[src/hdl/srfp_map.vh]
`ifndef SRFP_MAP_VH
`define SRFP_MAP_VH

// register addresses on the serial link
`define SRFP_ADDR_FILTER 8'hcf
`define SRFP_ADDR_SOURCE 8'hfc
`define SRFP_ADDR_LEVEL 8'hfd
`define SRFP_ADDR_DATA_LO 8'hfe
`define SRFP_ADDR_DATA_HI 8'hff

// reset values
`define SRFP_FILTER_RESET 4'h0
`define SRFP_SOURCE_RESET 7'h00

// source map field positions
`define SRFP_SRC_STATUS 0
`define SRFP_SRC_SLOT0 1

// buffer geometry: 256 bytes as 128 two-byte entries
`define SRFP_DEPTH 8'h80
`define SRFP_PTR_W 7
`define SRFP_SLOTS 6

// repeat count decode
`define SRFP_REP_DIRECT 4'h3
`define SRFP_REP_FIVE_CODE 4'h4
`define SRFP_REP_TEN_CODE 4'h5
`define SRFP_REP_FIVE 6'h05
`define SRFP_REP_TEN 6'h0a
`define SRFP_REP_STEP 6'h05
`define SRFP_REP_MAX 6'h3f

`endif

[src/hdl/srfp_top.v]
// Functional notes
// - count out-of-band samples, interrupt at repeat count
// - in-band sample clears the persistence counter
// - repeat field decodes 0,1-3,5,10,5x(v-3)
// - compared channel chosen by threshold source select
// - buffer is 128 entries of two bytes
// - push into full buffer sets overflow, drops data
// - data at 0xfe/0xff, pointer wraps ff to fe
// - single byte and unlimited burst reads accepted
// - single reads pop only on upper byte
// - burst reads pop once per entry
// - empty buffer reads zero, pointer stays
// - data interrupt while unread data, level reported
// - source bits 1-6 push slots 0-5, two bytes
// - source bit 0 pushes status byte
// - fill level is 8-bit count 0 to 128
`timescale 1ns/1ps
`include "srfp_map.vh"
module srfp_top #(
    parameter [6:0] DEV_ADDR = 7'h2a // link address, arbitrary value
) (
    // clock and reset
    input wire core_clk,
    input wire reset_n,
    // serial link pins
    input wire scl_in,
    input wire sda_in,
    output reg sda_out,
    output reg sda_oe_n,
    // measurement results
    input wire meas_done,
    input wire [7:0] measurement_status_byte,
    input wire [15:0] result_slot_0,
    input wire [15:0] result_slot_1,
    input wire [15:0] result_slot_2,
    input wire [15:0] result_slot_3,
    input wire [15:0] result_slot_4,
    input wire [15:0] result_slot_5,
    // threshold settings
    input wire [15:0] spectral_threshold_low,
    input wire [15:0] spectral_threshold_high,
    input wire [2:0] threshold_source_select,
    // flag clears
    input wire spectral_irq_clear,
    input wire overflow_clear,
    // status outputs
    output reg spectral_interrupt,
    output reg buffer_data_interrupt,
    output reg overflow_flag,
    output reg [7:0] buffer_fill_level
);
    // link states
    localparam [2:0] ST_IDLE = 3'd0;
    localparam [2:0] ST_ADDR = 3'd1;
    localparam [2:0] ST_ACK_ADDR = 3'd2;
    localparam [2:0] ST_WDATA = 3'd3;
    localparam [2:0] ST_ACK_W = 3'd4;
    localparam [2:0] ST_RDATA = 3'd5;
    localparam [2:0] ST_ACK_R = 3'd6;

    reg [3:0] interrupt_repeat_count; // filter field
    reg [6:0] source_map; // push enables
    reg [6:0] wr_ptr; // next free entry
    reg [6:0] rd_ptr; // head entry
    reg [7:0] level; // unread entries
    reg [5:0] interrupt_filter_ctrl_cnt; // consecutive out-of-band samples
    reg [6:0] pending; // sources left to push this measurement
    reg [7:0] status_q; // latched status
    reg [95:0] slots_q; // latched slots
    reg scl_s1, scl_s2, scl_s3; // scl synchroniser and history
    reg sda_s1, sda_s2, sda_s3; // sda synchroniser and history
    reg [2:0] state; // link state
    reg [3:0] bit_cnt; // bits in current byte
    reg [7:0] shreg; // shift register
    reg rw_bit; // read direction
    reg ptr_set; // register pointer received
    reg [7:0] reg_ptr; // register address pointer
    reg master_ack; // master acked last read byte

    wire [15:0] head_data; // entry at the head
    wire [95:0] all_slots = {result_slot_5, result_slot_4, result_slot_3,
                             result_slot_2, result_slot_1, result_slot_0};
    wire scl_rise = scl_s2 & ~scl_s3;
    wire scl_fall = ~scl_s2 & scl_s3;
    wire start_cond = scl_s2 & sda_s3 & ~sda_s2;
    wire stop_cond = scl_s2 & ~sda_s3 & sda_s2;
    wire empty = (level == 8'h00);
    wire full = (level == `SRFP_DEPTH);

    // pointer advance with wrap over the data window
    function [7:0] next_reg_ptr;
        input [7:0] p;
        begin
            next_reg_ptr = (p == `SRFP_ADDR_DATA_HI) ? `SRFP_ADDR_DATA_LO : p + 8'h01;
        end
    endfunction

    // repeat field to sample count
    function [5:0] rep_target;
        input [3:0] v;
        begin
            if (v <= `SRFP_REP_DIRECT) begin
                rep_target = {2'b00, v};
            end else if (v == `SRFP_REP_FIVE_CODE) begin
                rep_target = `SRFP_REP_FIVE;
            end else if (v == `SRFP_REP_TEN_CODE) begin
                rep_target = `SRFP_REP_TEN;
            end else begin
                rep_target = `SRFP_REP_STEP * {2'b00, v - `SRFP_REP_DIRECT};
            end
        end
    endfunction

    // byte returned for a register read
    reg [7:0] rd_byte;
    always @* begin
        case (reg_ptr)
            `SRFP_ADDR_FILTER: rd_byte = {4'h0, interrupt_repeat_count};
            `SRFP_ADDR_SOURCE: rd_byte = {1'b0, source_map};
            `SRFP_ADDR_LEVEL: rd_byte = level;
            `SRFP_ADDR_DATA_LO: rd_byte = empty ? 8'h00 : head_data[7:0];
            `SRFP_ADDR_DATA_HI: rd_byte = empty ? 8'h00 : head_data[15:8];
            default: rd_byte = 8'h00;
        endcase
    end

    // pop when the upper data byte has gone out, in single and burst reads alike
    wire pop = (state == ST_RDATA) && scl_fall && (bit_cnt == 4'd7)
               && (reg_ptr == `SRFP_ADDR_DATA_HI) && !empty;

    // push engine: lowest pending source first
    reg [2:0] push_idx; // 0 status, 1..6 slots
    reg push_req;
    integer i;
    always @* begin
        push_idx = 3'd0;
        push_req = 1'b0;
        for (i = 6; i >= 0; i = i - 1) begin
            if (pending[i]) begin
                push_idx = i[2:0];
                push_req = 1'b1;
            end
        end
    end
    wire [2:0] slot_idx = push_idx - 3'd1;
    wire [15:0] push_data = (push_idx == 3'd0) ? {8'h00, status_q}
                                               : slots_q[slot_idx * 16 +: 16];
    wire push_ok = push_req && !full;
    wire [7:0] next_level = level + {7'h00, push_ok} - {7'h00, pop};

    // channel under persistence watch
    wire [2:0] watch_sel = (threshold_source_select > 3'd5) ? 3'd0 : threshold_source_select;
    wire [15:0] watch_val = all_slots[watch_sel * 16 +: 16];
    wire outside = (watch_val < spectral_threshold_low) || (watch_val > spectral_threshold_high);
    wire [5:0] next_interrupt_filter_ctrl = (interrupt_filter_ctrl_cnt == `SRFP_REP_MAX) ? interrupt_filter_ctrl_cnt : interrupt_filter_ctrl_cnt + 6'h01;
    wire [5:0] target = rep_target(interrupt_repeat_count);
    wire interrupt_filter_ctrl_hit = meas_done && ((target == 6'h00) || (outside && next_interrupt_filter_ctrl >= target));

    // entry store
    srfp_ram u_ram (
        .core_clk(core_clk),
        .wr_en(push_ok),
        .wr_addr(wr_ptr),
        .wr_data(push_data),
        .rd_addr(rd_ptr),
        .rd_data(head_data)
    );

    // buffer pointers, level, capture and flags
    always @(posedge core_clk or negedge reset_n) begin
        if (!reset_n) begin
            wr_ptr <= 7'h00;
            rd_ptr <= 7'h00;
            level <= 8'h00;
            pending <= 7'h00;
            status_q <= 8'h00;
            slots_q <= 96'h0;
            overflow_flag <= 1'b0;
            buffer_fill_level <= 8'h00;
            buffer_data_interrupt <= 1'b0;
            interrupt_filter_ctrl_cnt <= 6'h00;
            spectral_interrupt <= 1'b0;
        end else begin
            // new measurement accepted only when the previous one is pushed
            if (meas_done && pending == 7'h00) begin
                pending <= source_map;
                status_q <= measurement_status_byte;
                slots_q <= all_slots;
            end else if (push_req) begin
                pending[push_idx] <= 1'b0;
            end
            if (push_ok) begin
                wr_ptr <= wr_ptr + 7'h01;
            end
            if (pop) begin
                rd_ptr <= rd_ptr + 7'h01;
            end
            level <= next_level;
            buffer_fill_level <= next_level;
            buffer_data_interrupt <= (next_level != 8'h00);
            // overflow: set wins over clear
            if (push_req && full) begin
                overflow_flag <= 1'b1;
            end else if (overflow_clear) begin
                overflow_flag <= 1'b0;
            end
            // persistence counter
            if (meas_done) begin
                interrupt_filter_ctrl_cnt <= outside ? next_interrupt_filter_ctrl : 6'h00;
            end
            if (interrupt_filter_ctrl_hit) begin
                spectral_interrupt <= 1'b1;
            end else if (spectral_irq_clear) begin
                spectral_interrupt <= 1'b0;
            end
        end
    end

    // link pin synchronisers
    always @(posedge core_clk or negedge reset_n) begin
        if (!reset_n) begin
            scl_s1 <= 1'b1;
            scl_s2 <= 1'b1;
            scl_s3 <= 1'b1;
            sda_s1 <= 1'b1;
            sda_s2 <= 1'b1;
            sda_s3 <= 1'b1;
        end else begin
            scl_s1 <= scl_in;
            scl_s2 <= scl_s1;
            scl_s3 <= scl_s2;
            sda_s1 <= sda_in;
            sda_s2 <= sda_s1;
            sda_s3 <= sda_s2;
        end
    end

    // link target state machine and register writes
    always @(posedge core_clk or negedge reset_n) begin
        if (!reset_n) begin
            state <= ST_IDLE;
            bit_cnt <= 4'h0;
            shreg <= 8'h00;
            rw_bit <= 1'b0;
            ptr_set <= 1'b0;
            reg_ptr <= 8'h00;
            master_ack <= 1'b0;
            sda_out <= 1'b0;
            sda_oe_n <= 1'b1;
            interrupt_repeat_count <= `SRFP_FILTER_RESET;
            source_map <= `SRFP_SOURCE_RESET;
        end else if (start_cond) begin
            // start or repeated start
            state <= ST_ADDR;
            bit_cnt <= 4'h0;
            sda_oe_n <= 1'b1;
        end else if (stop_cond) begin
            state <= ST_IDLE;
            sda_oe_n <= 1'b1;
        end else begin
            sda_out <= 1'b0;
            case (state)
                ST_ADDR: begin
                    if (scl_rise) begin
                        shreg <= {shreg[6:0], sda_s2};
                        bit_cnt <= bit_cnt + 4'h1;
                    end else if (scl_fall && bit_cnt == 4'd8) begin
                        // address byte complete
                        if (shreg[7:1] == DEV_ADDR) begin
                            rw_bit <= shreg[0];
                            sda_oe_n <= 1'b0;
                            state <= ST_ACK_ADDR;
                        end else begin
                            state <= ST_IDLE;
                        end
                    end
                end
                ST_ACK_ADDR: begin
                    if (scl_fall) begin
                        bit_cnt <= 4'h0;
                        ptr_set <= 1'b0;
                        if (rw_bit) begin
                            shreg <= rd_byte;
                            sda_oe_n <= rd_byte[7];
                            state <= ST_RDATA;
                        end else begin
                            sda_oe_n <= 1'b1;
                            state <= ST_WDATA;
                        end
                    end
                end
                ST_WDATA: begin
                    if (scl_rise) begin
                        shreg <= {shreg[6:0], sda_s2};
                        bit_cnt <= bit_cnt + 4'h1;
                    end else if (scl_fall && bit_cnt == 4'd8) begin
                        // first byte sets the pointer, later bytes write registers
                        sda_oe_n <= 1'b0;
                        state <= ST_ACK_W;
                        if (!ptr_set) begin
                            reg_ptr <= shreg;
                            ptr_set <= 1'b1;
                        end else begin
                            if (reg_ptr == `SRFP_ADDR_FILTER) begin
                                interrupt_repeat_count <= shreg[3:0];
                            end
                            if (reg_ptr == `SRFP_ADDR_SOURCE) begin
                                source_map <= shreg[6:0];
                            end
                            reg_ptr <= next_reg_ptr(reg_ptr);
                        end
                    end
                end
                ST_ACK_W: begin
                    if (scl_fall) begin
                        sda_oe_n <= 1'b1;
                        bit_cnt <= 4'h0;
                        state <= ST_WDATA;
                    end
                end
                ST_RDATA: begin
                    if (scl_fall) begin
                        if (bit_cnt == 4'd7) begin
                            // byte sent, release for the master's ack
                            sda_oe_n <= 1'b1;
                            reg_ptr <= next_reg_ptr(reg_ptr);
                            state <= ST_ACK_R;
                        end else begin
                            shreg <= {shreg[6:0], 1'b0};
                            sda_oe_n <= shreg[6];
                            bit_cnt <= bit_cnt + 4'h1;
                        end
                    end
                end
                ST_ACK_R: begin
                    if (scl_rise) begin
                        master_ack <= ~sda_s2;
                    end else if (scl_fall) begin
                        if (master_ack) begin
                            // burst continues with no length limit
                            bit_cnt <= 4'h0;
                            shreg <= rd_byte;
                            sda_oe_n <= rd_byte[7];
                            state <= ST_RDATA;
                        end else begin
                            state <= ST_IDLE;
                        end
                    end
                end
                default: begin
                    sda_oe_n <= 1'b1;
                    state <= ST_IDLE;
                end
            endcase
        end
    end
endmodule // srfp_top

[src/hdl/srfp_ram.v]
`timescale 1ns/1ps
// entry store, written by the push engine, read combinationally at the head
module srfp_ram (
    // clock
    input wire core_clk,
    // write side
    input wire wr_en,
    input wire [6:0] wr_addr,
    input wire [15:0] wr_data,
    // read side
    input wire [6:0] rd_addr,
    output wire [15:0] rd_data
);
    reg [15:0] mem [0:127]; // 128 entries of two bytes

    // synchronous write
    always @(posedge core_clk) begin
        if (wr_en) begin
            mem[wr_addr] <= wr_data;
        end
    end

    assign rd_data = mem[rd_addr];
endmodule // srfp_ram

[config.mk]
export PLATFORM = sky130hd
export DESIGN_NAME = srfp_top
export DESIGN_NICKNAME = d
export VERILOG_FILES = /design/src/hdl/srfp_top.v /design/src/hdl/srfp_ram.v
export VERILOG_INCLUDE_DIRS = /design/src /design/src/hdl
export SDC_FILE = /design/constraint.sdc
export NUM_CORES = 2
export LEC_CHECK = 0
export BUFFER_PORTS_ARGS = -buffer_cell sky130_fd_sc_hd__buf_4
export CORE_ASPECT_RATIO = 1.75
export CORE_UTILIZATION = 48
export CTS_CLUSTER_SIZE = 30
export DETAILED_ROUTE_END_ITERATION = 6
export PLACE_DENSITY = 0.63
export RECOVER_POWER = 50
export SLEW_MARGIN = 5
export SYNTH_ARGS = -nofsm -noshare
export SYNTH_HDL_FRONTEND = slang
export SYNTH_HIERARCHICAL = 1
export SYNTH_SLANG_ARGS = --single-unit
[constraint.sdc]
create_clock -name core_clk -period 15.4 [get_ports core_clk]
set_input_delay 1.54 -clock core_clk [delete_from_list [all_inputs] [get_ports core_clk]]
set_output_delay 1.54 -clock core_clk [all_outputs]
set_load 0.03 [all_outputs]
==> results.txt <==
The flow ran to the end, but the final reports show violations. The final reports fail on design-rule violations, max-capacitance violations, max-slew violations. Measured in cells, the most critical reg-to-reg path has a length of 11. Summing the areas of all and, or, nand and nor instances in the mapped netlist gives 3.42% of the synthesized area. The number of global-route vias before repair came to about 46000.

After Yosys synthesis, full adders, half adders and majority gates account for 0.963% of the synthesized area. TritonCTS built the clock tree. No sink is reached through more buffers than the 4 on the longest clock path. The endpoint of the most critical register-to-register path is shreg[7]. The residual overflow from global routing is 0.

The clock network latency to the later pin of the worst-skew pair is about 0.83 ns. In this run the tool buffered the top-level ports with about 160 buffer cells. The vertical die dimension came out at 575 um. The final critical path time including I/O delays and setup came out at between 9 and 10 ns. For this design, the CTS-stage hold fixing added 0 buffers. The floorplan step set the die width to between 300 and 400 um.

The worst vdd rail ir drop came out at 0.0855 mV. The clock tree synthesis step divided the H-tree into 4 levels. The count of flip-flops with a built-in enable after synthesis came out at slightly above 2000. The first global-routing pass estimated between 300000 and 400000 um of wire. The number of pins exceeding their max-slew limit in the final report is just over 800. The die area is between 150000 and 200000 sq um.

The largest fanout of any net on the critical path came out at 44. The data arrival time of the critical path came out at ~10 ns. In this run the worst hold path is classified as reg2reg.

The area growth from synthesis to final layout came out at 11.7%. The initial antenna violation count came to 8. The most used standard cell by instance count after synthesis is sky130_fd_sc_hd__edfxtp_1. The end of the critical path is shreg[7]. The cell total after placement came out at ~6900. The clock network accounts for around two fifths of the total power. The synthesized area is around 90000 sq um. Entering global routing, the biggest net connects approximately 140 pins. The cell accounting for the most synthesized area is sky130_fd_sc_hd__edfxtp_1. The number of routed nets with antenna violations came out at 0. The headroom to the max-slew limit came out at -170%.

The top-area cell type share of the netlist area is approximately two thirds. Sorting the synthesized cells by area gives the leading types as sky130_fd_sc_hd__edfxtp_1, sky130_fd_sc_hd__mux4_2, sky130_fd_sc_hd__dfrtp_1. The number of fill cells in the layout came out at ~14000. Counting flops with an async set or reset pin after synthesis yields a share of approximately 8.3%. The starting utilization of the core area came out at between 40% and 50%. Counting every net in the synthesized netlist gives about 4500. Max-cap violations in this run came to 38.

By count the netlist is led by sky130_fd_sc_hd__edfxtp_1, sky130_fd_sc_hd__mux4_2, sky130_fd_sc_hd__nand2_1. The post-cts resize count came out at 0. The register cell area after layout is roughly 66000 sq um.

The ratio of final minimum period to clock period is 62.7%. Across all layers, the routed design uses roughly 44000 vias. The total I/O pin count came out at roughly 160. The complex-gate fraction of the synthesized area is about 1.5%. The share of final-layout standard cells stronger than drive strength 1 came out at 26.8%. The final setup violation count came out at 0.

The dominant combinational cell family by area after synthesis is multiplexers. The share of total power dissipated in combinational logic is ~2.7%. Of the total synthesized cell area, the portion taken by XOR and XNOR cells is less than 1%. Dividing the detail-routed via count by the number of cells gives ~6. For this run, the leading register cell type out of synthesis is sky130_fd_sc_hd__edfxtp_1. The sequential-to-total area share from yosys stat is 73.6%. The clock-pin slew of the registers on the worst-case setup and hold paths came out at 0.07 ns. After synthesis, the share of cell area in mux cells is 18.9%.

The number of violations reported at the end of detailed-routing iteration 0 came out at around 3800. The first detailed-routing pass took 7 iterations. The congestion estimate from routability-driven global placement came to between 0.8 and 0.9.

In the routed design, unresolved DRC markers number 79. Net switching is about a fifth of the power. After detailed routing, the total wire length is approximately 210000 um. The analysis attributes to net switching a power of 2.40 mW. The total routing usage reported by global routing is a little under a quarter.

After detailed routing, the average wire length per cell comes to just under 30 um. The total number of clock tree sinks is 2234. The critical path starts at rd_ptr[0].

The startpoint identified for the worst hold timing path is scl_s1. The critical path startpoint category is a register. The master cell of the clock root buffer is sky130_fd_sc_hd__clkbuf_16. The layout net count is 4864. The number of buffers created by CTS is about 200.

The Yosys warning count came out at 6. The placed wire-length estimate came out at 131000 um. The floorplan has 209 rows.

The leakage power came out at ~29 nW. After technology mapping, the gate count stands at about 4300. The sequential power share is between 50% and 60%. The area of the core came out at 186000 sq um. The area of combinational cells with multiple inputs is between 20000 and 25000 sq um. In this run the power density over the cells is 117 nW/um^2. The required arrival time at the worst endpoint came out at 16.10 ns. After the flow finishes, the layout carries non-filler instances totaling 7236. Setup repair after global routing left no endpoint under its margin. The internal power contribution is ~9.4 mW. The synthesized design contains 2234 register bits.

The critical path in this run is classified as reg2reg. The post-CTS setup buffer count is 0. The startpoint identified for the worst register-to-register timing path is rd_ptr[0]. The final sum of negative setup slack came out at 0 ns. The number of hold violations in the final report is 0. The slack of the worst reg-to-reg path came out at between 5 and 6 ns.

The actual slew at the worst max-slew pin is slightly above 4 ns. The average footprint of a synthesized cell is ~21 sq um. The setup clock skew after layout is between 0.05 and 0.06 ns. Based on the critical path, the design can be clocked at up to between 100 and 150 MHz.

The endpoint type of the worst setup path is a register. The post-synthesis cell type count came out at 86.
## worst max-delay path: stages, from the launching register on
cell and delay, ns:
sky130_fd_sc_hd__dfrtp_4 0.86, sky130_fd_sc_hd__clkbuf_1 1.85, sky130_fd_sc_hd__clkbuf_1 2.75, sky130_fd_sc_hd__buf_4 1.00
sky130_fd_sc_hd__mux4_2 0.60, sky130_fd_sc_hd__mux4_2 0.52, sky130_fd_sc_hd__mux4_2 0.56, sky130_fd_sc_hd__mux2_2 0.29
sky130_fd_sc_hd__a22o_1 0.27, sky130_fd_sc_hd__a32oi_1 0.27, sky130_fd_sc_hd__o21ai_0 0.14, sky130_fd_sc_hd__mux2_2 0.29
## metrics by stage
| step | cell area (sq um) | total power [mW] | hold WS, ns | util (%) | setup slack (ns) |
|---|---|---|---|---|---|
| detailed placement | 94800 | 7.13 | 0.353 | 51.1 | 8.91 |
| global placement | 94800 | 7.12 | 0.349 | 51.1 | 8.91 |
| finish | 100000 | 11.8 | 0.369 | 54.1 | 5.75 |
| CTS | 101000 | 11.9 | 0.366 | 54.4 | 8.91 |
| global route | 100000 | 12.1 | 0.375 | 54.1 | 4.65 |
| floorplan | 89900 | 7.00 | 0.345 | - | 6.78 |
## layer usage
layer,GRT usage [%],share of wire [%],up-vias
li1,-,-,18400
met1,27.9,37,23500
met2,41.4,55,1391
met3,2.70,5.1,326
met4,7.76,3.4,4
met5,0,0.0094,-
## power by group through the flow
| stage | logic, mW | registers, mW | clock network, mW |
|---|---|---|---|
| finish | 0.313 | 6.69 | 4.80 |
| floorplan | 0.178 | 6.82 | 0 |
| CTS | 0.317 | 6.69 | 4.89 |
| global placement | 0.305 | 6.81 | 0 |
| detailed placement | 0.316 | 6.82 | 0 |
| global route | 0.348 | 6.69 | 5.09 |
## area by class of cell
| cell class | count | share of cell area [%] |
|---|---|---|
| clock inverter | 118 | 1.06 |
| tap | 2426 | 3.02 |
| inverter | 68 | 0.254 |
| timing repair buffer | 348 | 2.13 |
| sequential | 2234 | 65.9 |
| multi-input combinational | 1803 | 22.5 |
| antenna | 5 | 0.0125 |
| clock buffer | 234 | 5.06 |
## sequential cells by signal (all words and copies together) (netlist names), 8 cells and up
register,count
reg_ptr,8
shreg,8
slots_q,96
status_q,8
u_ram/mem,2048
level,8
## cell usage in the layout (no fill, tap or decap), types with 40 or more instances in the layout
master,count
sky130_fd_sc_hd__clkinv_1,47
sky130_fd_sc_hd__clkbuf_1,173
sky130_fd_sc_hd__o21ai_0,49
sky130_fd_sc_hd__inv_1,68
sky130_fd_sc_hd__a21oi_1,40
sky130_fd_sc_hd__ha_1,66
sky130_fd_sc_hd__mux2_2,78
sky130_fd_sc_hd__buf_4,203
sky130_fd_sc_hd__clkbuf_16,195
sky130_fd_sc_hd__nand2_1,405
sky130_fd_sc_hd__edfxtp_1,2048
sky130_fd_sc_hd__dfrtp_1,174
sky130_fd_sc_hd__mux4_2,687
sky130_fd_sc_hd__nor2_1,150
## worst min-delay path by stage
stage,endpoint,slack [ns],cells past startpoint
floorplan,scl_s2,0.35,0
global placement,sda_s2,0.35,0
detailed placement,scl_s2,0.35,0
CTS,scl_s2,0.37,0
global route,scl_s2,0.37,0
finish,scl_s2,0.37,0
## cells by family after synthesis
logic type / after synthesis
buffers and inverters: 290
AND/OR/NAND/NOR: 706
other: 1
flip-flops: 2234
adder cells (fa/ha/maj): 68
multiplexers: 801
AO/OA/AOI/OAI: 204
XOR/XNOR: 23
(Power assumes the default switching activity.)
